===== src/tcal_regs.svh =====
// Command codes, field positions, reset values and scaling constants of the telemetry calibration registers.
`ifndef TCAL_REGS_SVH
`define TCAL_REGS_SVH

// ****************************************************************
// Command codes
// ****************************************************************
`define TCAL_CMD_SENSE_OFFSET   8'hBF
`define TCAL_CMD_DIVIDER_SCALE  8'hC0
`define TCAL_CMD_TEMP_GAIN_OFS  8'hC1

// ****************************************************************
// Field positions
// ****************************************************************
`define TCAL_LOSS_MSB           15
`define TCAL_LOSS_LSB           8
`define TCAL_VOFS_SIGN          7
`define TCAL_VOFS_MAG_MSB       6
`define TCAL_INTERCEPT_MSB      14
`define TCAL_INTERCEPT_LSB      8
`define TCAL_SLOPE_MSB          7
`define TCAL_TGO_RSVD_BIT       15

// ****************************************************************
// Reset values
// ****************************************************************
`define TCAL_RST_SENSE_OFFSET   16'h0000
`define TCAL_RST_DIVIDER_SCALE  8'h00
`define TCAL_RST_TEMP_GAIN_OFS  15'h0000

// ****************************************************************
// Scaling constants
// ****************************************************************
`define TCAL_VIN_FS_MV          1600
`define TCAL_TEMP_SHIFT         9
`define TCAL_LOSS_MW_FINE       500
`define TCAL_LOSS_MW_COARSE     1000

`endif


===== src/tcal_pkg.sv =====
// Types shared by the telemetry calibration block.
`default_nettype none
package tcal_pkg;

  // State of the input-voltage conversion sequencer.
  typedef enum logic [1:0] {
    TCAL_VIN_IDLE = 2'b01,
    TCAL_VIN_BUSY = 2'b10
  } tcal_vin_state_t;

  // State of the iterative divider.
  typedef enum logic [1:0] {
    TCAL_DIV_IDLE = 2'b01,
    TCAL_DIV_RUN  = 2'b10
  } tcal_div_state_t;

endpackage
`default_nettype wire


===== src/tcal_div.sv =====
// Restoring unsigned divider, one quotient bit per clock.
`timescale 1ns/1ns
`default_nettype none
module tcal_div
  import tcal_pkg::*;
#(
  parameter int WD = 21,
  parameter int WS = 8
) (
  // Clock and reset.
  input  wire logic          ref_clk_in,
  input  wire logic          reset_n_in,
  // Request.
  input  wire logic          start_in,
  input  wire logic [WD-1:0] dividend_in,
  input  wire logic [WS-1:0] divisor_in,
  // Result.
  output var  logic [WD-1:0] quotient_out,
  output var  logic          done_out
);

  localparam int CW = $clog2(WD + 1);

  typedef struct packed {
    tcal_div_state_t st;
    logic [CW-1:0]   cnt;
    logic [WS:0]     rem;
    logic [WD-1:0]   shf;
    logic [WD-1:0]   quo;
    logic [WD-1:0]   dvd_hold;
    logic [WS-1:0]   dsr;
    logic            done;
  } tcal_div_reg_t;

  tcal_div_reg_t r;
  tcal_div_reg_t next_r;

  // ****************************************************************
  // Next state
  // ****************************************************************
  // A zero divisor yields all ones; the caller saturates anyway.
  always_comb begin
    logic [WS:0] rem_sh;
    rem_sh = '0;
    next_r = r;
    next_r.done = 1'b0;
    case (r.st)
      TCAL_DIV_IDLE: begin
        if (start_in) begin
          next_r.st       = TCAL_DIV_RUN;
          next_r.cnt      = CW'(WD);
          next_r.rem      = '0;
          next_r.shf      = dividend_in;
          next_r.dvd_hold = dividend_in;
          next_r.dsr      = divisor_in;
          next_r.quo      = '0;
        end
      end
      TCAL_DIV_RUN: begin
        rem_sh = {r.rem[WS-1:0], r.shf[WD-1]};
        if (rem_sh >= {1'b0, r.dsr}) begin
          next_r.rem = rem_sh - {1'b0, r.dsr};
          next_r.quo = {r.quo[WD-2:0], 1'b1};
        end else begin
          next_r.rem = rem_sh;
          next_r.quo = {r.quo[WD-2:0], 1'b0};
        end
        next_r.shf = {r.shf[WD-2:0], 1'b0};
        next_r.cnt = r.cnt - 1'b1;
        if (r.cnt == CW'(1)) begin
          next_r.st   = TCAL_DIV_IDLE;
          next_r.done = 1'b1;
        end
      end
      default: begin
        next_r.st = TCAL_DIV_IDLE;
      end
    endcase
  end

  // State register with synchronous reset.
  always_ff @(posedge ref_clk_in) begin
    if (!reset_n_in) begin
      r    <= '0;
      r.st <= TCAL_DIV_IDLE;
    end else begin
      r <= next_r;
    end
  end

  assign quotient_out = r.quo;
  assign done_out     = r.done;
endmodule
`default_nettype wire


===== src/tcal_top.sv =====
// Telemetry calibration registers with input-voltage, temperature and power-loss scaling.
`timescale 1ns/1ns
`include "tcal_regs.svh"
`default_nettype none
module tcal_top
  import tcal_pkg::*;
#(
  parameter int ADC_W = 10
) (
  // Clock and reset.
  input  wire logic             ref_clk_in,
  input  wire logic             reset_n_in,
  // Command port from the management bus engine.
  input  wire logic [7:0]       cmd_code_in,
  input  wire logic             wr_en_in,
  input  wire logic [15:0]      wr_data_in,
  input  wire logic             rd_en_in,
  output var  logic [15:0]      rd_data_out,
  output var  logic             rd_valid_out,
  // Converter samples.
  input  wire logic             vin_sample_valid_in,
  input  wire logic [ADC_W-1:0] vin_sample_in,
  input  wire logic             temp_sample_valid_in,
  input  wire logic [ADC_W-1:0] temp_sample_in,
  // Resolution select from the current-reporting logic.
  input  wire logic             total_current_lsb_select_in,
  // Reported telemetry.
  output var  logic [15:0]      vin_report_mv_out,
  output var  logic             vin_report_valid_out,
  output var  logic [ADC_W-1:0] temp_report_out,
  output var  logic             temp_report_valid_out,
  output var  logic [17:0]      input_power_loss_trim_mw_out
);

  localparam int AW = ADC_W + 1;
  localparam int DW = ADC_W + 11;
  localparam int PW = ADC_W + 8;

  typedef struct packed {
    tcal_vin_state_t  vst;
    logic [15:0]      input_sense_offset_power_loss;
    logic [7:0]       input_sense_divider_scale;
    logic [14:0]      temperature_gain_offset;
    logic [AW-1:0]    adj;
    logic [7:0]       scale_hold;
    logic             div_start;
    logic [15:0]      vin_mv;
    logic             vin_valid;
    logic [ADC_W-1:0] temp;
    logic             temp_valid;
    logic [17:0]      loss_mw;
    logic [15:0]      rd_data;
    logic             rd_valid;
  } tcal_top_reg_t;

  tcal_top_reg_t    r;
  tcal_top_reg_t    next_r;
  logic [DW-1:0]    div_quo;
  logic             div_done;

  // ****************************************************************
  // Helper functions
  // ****************************************************************
  // Sign-magnitude offset applied in sample units, clamped at zero so a
  // negative trim on a small reading never wraps to a huge voltage.
  function automatic logic [AW-1:0] tcal_vin_adjust(input logic [ADC_W-1:0] code,
                                                    input logic [7:0] ofs);
    logic [AW-1:0] mag;
    logic [AW-1:0] c;
    mag = AW'(ofs[`TCAL_VOFS_MAG_MSB:0]);
    c   = AW'(code);
    if (ofs[`TCAL_VOFS_SIGN]) begin
      tcal_vin_adjust = (c < mag) ? '0 : c - mag;
    end else begin
      tcal_vin_adjust = c + mag;
    end
  endfunction

  // Register read decode; unmapped codes and unused bits read as zero.
  function automatic logic [15:0] tcal_read_mux(input logic [7:0] cmd, input tcal_top_reg_t s);
    case (cmd)
      `TCAL_CMD_SENSE_OFFSET:  tcal_read_mux = s.input_sense_offset_power_loss;
      `TCAL_CMD_DIVIDER_SCALE: tcal_read_mux = {8'h00, s.input_sense_divider_scale};
      `TCAL_CMD_TEMP_GAIN_OFS: tcal_read_mux = {1'b0, s.temperature_gain_offset};
      default:                 tcal_read_mux = 16'h0000;
    endcase
  endfunction

  // ****************************************************************
  // Next state
  // ****************************************************************
  always_comb begin
    logic [PW-1:0] prod;
    prod = PW'(r.temperature_gain_offset[`TCAL_SLOPE_MSB:0]) * PW'(temp_sample_in);
    next_r = r;
    next_r.div_start  = 1'b0;
    next_r.vin_valid  = 1'b0;
    next_r.temp_valid = 1'b0;

    // Register writes; bit 15 of the temperature register is dropped.
    if (wr_en_in) begin
      case (cmd_code_in)
        `TCAL_CMD_SENSE_OFFSET:  next_r.input_sense_offset_power_loss = wr_data_in;
        `TCAL_CMD_DIVIDER_SCALE: next_r.input_sense_divider_scale = wr_data_in[7:0];
        `TCAL_CMD_TEMP_GAIN_OFS: next_r.temperature_gain_offset = wr_data_in[14:0];
        default:                 next_r.rd_valid = r.rd_valid;
      endcase
    end

    // Reads return the value held before a same-cycle write.
    next_r.rd_valid = rd_en_in;
    if (rd_en_in) begin
      next_r.rd_data = tcal_read_mux(cmd_code_in, r);
    end

    // Power-loss trim in milliwatts, weight chosen by the resolution select.
    if (total_current_lsb_select_in) begin
      next_r.loss_mw = 18'(r.input_sense_offset_power_loss[`TCAL_LOSS_MSB:`TCAL_LOSS_LSB])
                       * 18'(`TCAL_LOSS_MW_COARSE);
    end else begin
      next_r.loss_mw = 18'(r.input_sense_offset_power_loss[`TCAL_LOSS_MSB:`TCAL_LOSS_LSB])
                       * 18'(`TCAL_LOSS_MW_FINE);
    end

    // Temperature is slope times sample over 512 plus the intercept; the
    // slope already carries the factor two of the internal halving divider.
    if (temp_sample_valid_in) begin
      next_r.temp = ADC_W'(prod >> `TCAL_TEMP_SHIFT)
                    + ADC_W'(r.temperature_gain_offset[`TCAL_INTERCEPT_MSB:`TCAL_INTERCEPT_LSB]);
      next_r.temp_valid = 1'b1;
    end

    // Input voltage is 1.6 V times offset-corrected sample over the scale.
    // One conversion at a time: a sample arriving while busy is dropped.
    case (r.vst)
      TCAL_VIN_IDLE: begin
        if (vin_sample_valid_in) begin
          next_r.adj = tcal_vin_adjust(vin_sample_in, r.input_sense_offset_power_loss[7:0]);
          next_r.scale_hold = r.input_sense_divider_scale;
          next_r.div_start  = 1'b1;
          next_r.vst        = TCAL_VIN_BUSY;
        end
      end
      TCAL_VIN_BUSY: begin
        if (div_done) begin
          next_r.vst       = TCAL_VIN_IDLE;
          next_r.vin_valid = 1'b1;
          if ((r.scale_hold == 8'h00) || (|div_quo[DW-1:16])) begin
            next_r.vin_mv = 16'hFFFF;
          end else begin
            next_r.vin_mv = div_quo[15:0];
          end
        end
      end
      default: begin
        next_r.vst = TCAL_VIN_IDLE;
      end
    endcase
  end

  // State register with synchronous reset.
  always_ff @(posedge ref_clk_in) begin
    if (!reset_n_in) begin
      r                               <= '0;
      r.vst                           <= TCAL_VIN_IDLE;
      r.input_sense_offset_power_loss <= `TCAL_RST_SENSE_OFFSET;
      r.input_sense_divider_scale     <= `TCAL_RST_DIVIDER_SCALE;
      r.temperature_gain_offset       <= `TCAL_RST_TEMP_GAIN_OFS;
    end else begin
      r <= next_r;
    end
  end

  // ****************************************************************
  // Scaling divider
  // ****************************************************************
  // Serial division trades about two dozen cycles of latency for area.
  tcal_div #(
    .WD (DW),
    .WS (8)
  ) u_div (
    .ref_clk_in   (ref_clk_in),
    .reset_n_in   (reset_n_in),
    .start_in     (r.div_start),
    .dividend_in  (DW'(r.adj) * DW'(`TCAL_VIN_FS_MV)),
    .divisor_in   (r.scale_hold),
    .quotient_out (div_quo),
    .done_out     (div_done)
  );

  // Outputs straight from the state register.
  assign rd_data_out                  = r.rd_data;
  assign rd_valid_out                 = r.rd_valid;
  assign vin_report_mv_out            = r.vin_mv;
  assign vin_report_valid_out         = r.vin_valid;
  assign temp_report_out              = r.temp;
  assign temp_report_valid_out        = r.temp_valid;
  assign input_power_loss_trim_mw_out = r.loss_mw;
endmodule
`default_nettype wire


===== config.mk =====
export PLATFORM = sky130hd
export DESIGN_NAME = tcal_top
export DESIGN_NICKNAME = d
export VERILOG_FILES = /design/src/tcal_pkg.sv /design/src/tcal_div.sv /design/src/tcal_top.sv
export VERILOG_INCLUDE_DIRS = /design/src
export SDC_FILE = /design/constraint.sdc
export NUM_CORES = 1
export LEC_CHECK = 0
export BUFFER_PORTS_ARGS = -buffer_cell sky130_fd_sc_hd__buf_4
export CAP_MARGIN = 20
export CORE_ASPECT_RATIO = 1.5
export CORE_MARGIN = 2
export CORE_UTILIZATION = 55
export CTS_BUF_LIST = sky130_fd_sc_hd__clkbuf_8
export CTS_CLUSTER_DIAMETER = 150
export CTS_CLUSTER_SIZE = 8
export DETAILED_ROUTE_END_ITERATION = 6
export PLACE_DENSITY = 0.74
export SYNTH_ARGS = -nofsm -noshare
export SYNTH_HDL_FRONTEND = slang
export SYNTH_SLANG_ARGS = --single-unit

===== constraint.sdc =====
create_clock -name ref_clk_in -period 6.9 [get_ports ref_clk_in]
set_input_delay 0.345 -clock ref_clk_in [delete_from_list [all_inputs] [get_ports ref_clk_in]]
set_output_delay 0.345 -clock ref_clk_in [all_outputs]
set_load 0.05 [all_outputs]

==> metrics.csv <==
metric;value;unit
Antenna Nets Post-Route;0;
GR Util met1;26.50;%
Post-Layout Cell Count;1802;
number of H-tree levels;4;
final worst-path cycle share;85.34;%
Final Setup Violations;0;
Rel. slew slack;40.22;%
post-synthesis average cell area;9.054;um2
worst min-delay path category;in -> reg;
GR peak layer;met2;
clk_lat worst skew;0.49;ns
Synth area leader;dfxtp_1;
CTS root buf;clkbuf_8;
initial antenna violation count;0;
Core Area;0.02366;mm2
IO Port Bufs;111;
Top Ports;114;
vias in the first global route;9390;
initial cell density of the core;55.69;%
RSZ-0062 raised after global routing;false;
WL final;26490;um
Critical Path Sink;temp_report_out[8];
final net count;1738;
post-CTS resize count;0;
CP peak stage delay;0.60;ns
crit path DAT;6.27;ns
GR Layer Usage met3;3.595;%
Worst path most repeated cell;fa_1;
outcome;finished, final reports clean;
CTS buffer count;17;
cell area power density;150.3;mW/mm2
Avg WL per Cell;14.70;um
leakage;6.911;nW
most frequent cell after synthesis;dfxtp_1;
CP bufs+invs;3;
crit path max fanout;12;
Crit Path Category;reg -> reg;
CP startpoint;r[89];
dpl hpwl;20720;um
total track usage;21.78;%
# DRC;0;
fin crit period;5.888;ns
FP Rows;69;
worst r2r path cells;22;
final setup TNS;0;ns
Pre-antenna DRT Iters;4;
Setup Buffers After CTS;0;
TritonCTS clock tree;yes;
cell-by-cell trace of the critical path;nand2_1 > fa_1 > fa_1 > inv_1 > fa_1 > inv_1 > fa_1 > inv_1 > ha_1 > nand3_1 > o21ai_2 > a41o_1 > a21oi_2 > o21bai_1 > xor2_1 > ha_1 > o21ai_1 > nand2b_1 > a21o_2 > a21o_1 > and4b_1 > a221o_1;
DR vias;9524;
layout cell share with drive strength beyond 1;11.60;%
Iteration-0 DRC Markers;489;
Clock Tree Buf Depth;2;
grt met2 use;38.70;%
Yosys reg bits;182;
Slowest-stage cell, CP;dfxtp_1;
die height;193.6;um
setup clock skew after layout;0.02614;ns
clock-pin slew on the worst setup and hold paths;0.12;ns
Seq/Total Area, Yosys;27.66;%
Ys Warns;0;
Max Fclk;0.1698;GHz
EDFF count, synth;0;
hold_buf cts;0;
RD Place Congestion;0.8272;
CP Launch Type;flop;
clk sinks;182;
Die Wd;130.4;um
Final Slew Violations;0;
max_cap viols;0;
Hold Startpoint;wr_data_in[15];
Synth top cells by count;dfxtp_1 (182), nand2_1 (177), inv_1 (148);
Cells after DPL;1768;
Worst Max-Slew Pin Slew;0.8933;ns
asr flop ratio synth;0;%
top area cells in the synthesized netlist;dfxtp_1 (28%), ha_1 (13%), fa_1 (12%), nand2_1 (5.0%), inv_1 (4.2%);
share of the synthesized area in the top cell type;27.66;%
pin count of the biggest net entering global routing;89;
Reg-to-Reg End;temp_report_out[8];
Mapped Area;0.01317;mm2
Mapped Cells;1455;
DR vias/cell;5.285;
gr ovfl total;0;
Peak VDD IR;120.2;uV
endpoints failing hold;0;
synth-to-layout area growth;7.835;%
Crit path required time;7.28;ns
Main synth FF type;dfxtp_1;
Setup crit end kind;flop;
count of cell types in the netlist;75;
Pwr Total;0.002135;W
worst r2r src;r[89];
hold path cells;3;
ANT cells;0;
critical path depth;22;
crit-path leading delay family;adder cells;
first-pass GRT wire length;44290;um
Die Area;0.02523;mm2
FF-to-FF setup slack;1.01;ns
## worst min-delay path by stage
stage	slack, ns	end
floorplan	0.43	u_div.r[79]
global placement	0.44	u_div.r[79]
detailed placement	0.46	u_div.r[6]
CTS	0.06	r[121]
global route	0.08	r[121]
finish	0.09	r[121]
## cell families after synthesis
group	count (synthesis)	share of synthesized area (%)
AOI/OAI and AO/OA	285	15.97
xor gates and xnor gates	53	3.581
adders and majority gates	217	25.11
buffers and inverters	271	9.621
DFF	182	27.66
muxes	41	3.134
other	1	0.02847
and+or+nand+nor	405	14.90
## where the power goes
| part | internal [W] | total (W) | switching (W) |
|---|---|---|---|
| Clock | 0.000292 | 0.000778 | 0.000485 |
| Combinational | 0.000115 | 0.000271 | 0.000156 |
| Sequential | 0.00107 | 0.00109 | 0.0000160 |
## stage by stage
step                      instance area, um2  hold slack [ns]  setup slack, ns  utilization (%)
after floorplan                        13180           0.4258            1.363                -
after global placement                 13730           0.4386            1.094            58.05
after detailed placement               13730           0.4585            1.036            58.05
after CTS                              14170          0.06276            1.023            59.89
after global routing                   14210          0.07889           0.7319            60.06
final                                  14210          0.09308            1.012            60.06
## final cells by class
cell class	instances	area [um2]
Clock buffer	17	234.0
Clock inverter	15	201.4
Fill cell	2128	9449
Inverter	149	559.3
Multi-Input combinational cell	1003	8267
Sequential cell	182	3643
Tap cell	319	399.1
Timing Repair Buffer	117	902.1
## sequential cells by signal, indices dropped and copies added (netlist names), 10 cells and up
register / cells
temp_report_out: 10
u_div.r: 38
input_power_loss_trim_mw_out: 16
vin_report_mv_out: 16
u_div.quotient_out: 21
r: 61
rd_data_out: 16
## cell usage in the layout (no fill, tap or decap), drive strengths merged, types with 5 or more instances in the layout
| master | n |
|---|---|
| a21boi | 58 |
| a21o | 16 |
| a21oi | 34 |
| a22o | 24 |
| a22oi | 17 |
| and2 | 70 |
| and3 | 7 |
| buf | 117 |
| clkbuf | 17 |
| dfxtp | 182 |
| fa | 79 |
| ha | 138 |
| inv | 160 |
| mux2i | 39 |
| nand2 | 178 |
| nand2b | 8 |
| nand3 | 10 |
| nand4 | 5 |
| nor2 | 60 |
| nor2b | 34 |
| nor3 | 8 |
| o211a | 22 |
| o211ai | 9 |
| o21a | 8 |
| o21ai | 60 |
| o21bai | 6 |
| o31ai | 7 |
| xnor2 | 40 |
| xor2 | 13 |
## per-layer routing
metal  share of wire [%]  vias to the layer above
li1                    -                     4807
met1                  41                     4536
met2                  53                      146
met3                 3.5                       35
met4                 2.1                        0
met5                   0                        -
## worst min-delay path, stage by stage
cell      delay (ns)
buf_4           0.11
nand2_1         0.05
a21boi_1        0.05
(Power assumes the default switching activity.)
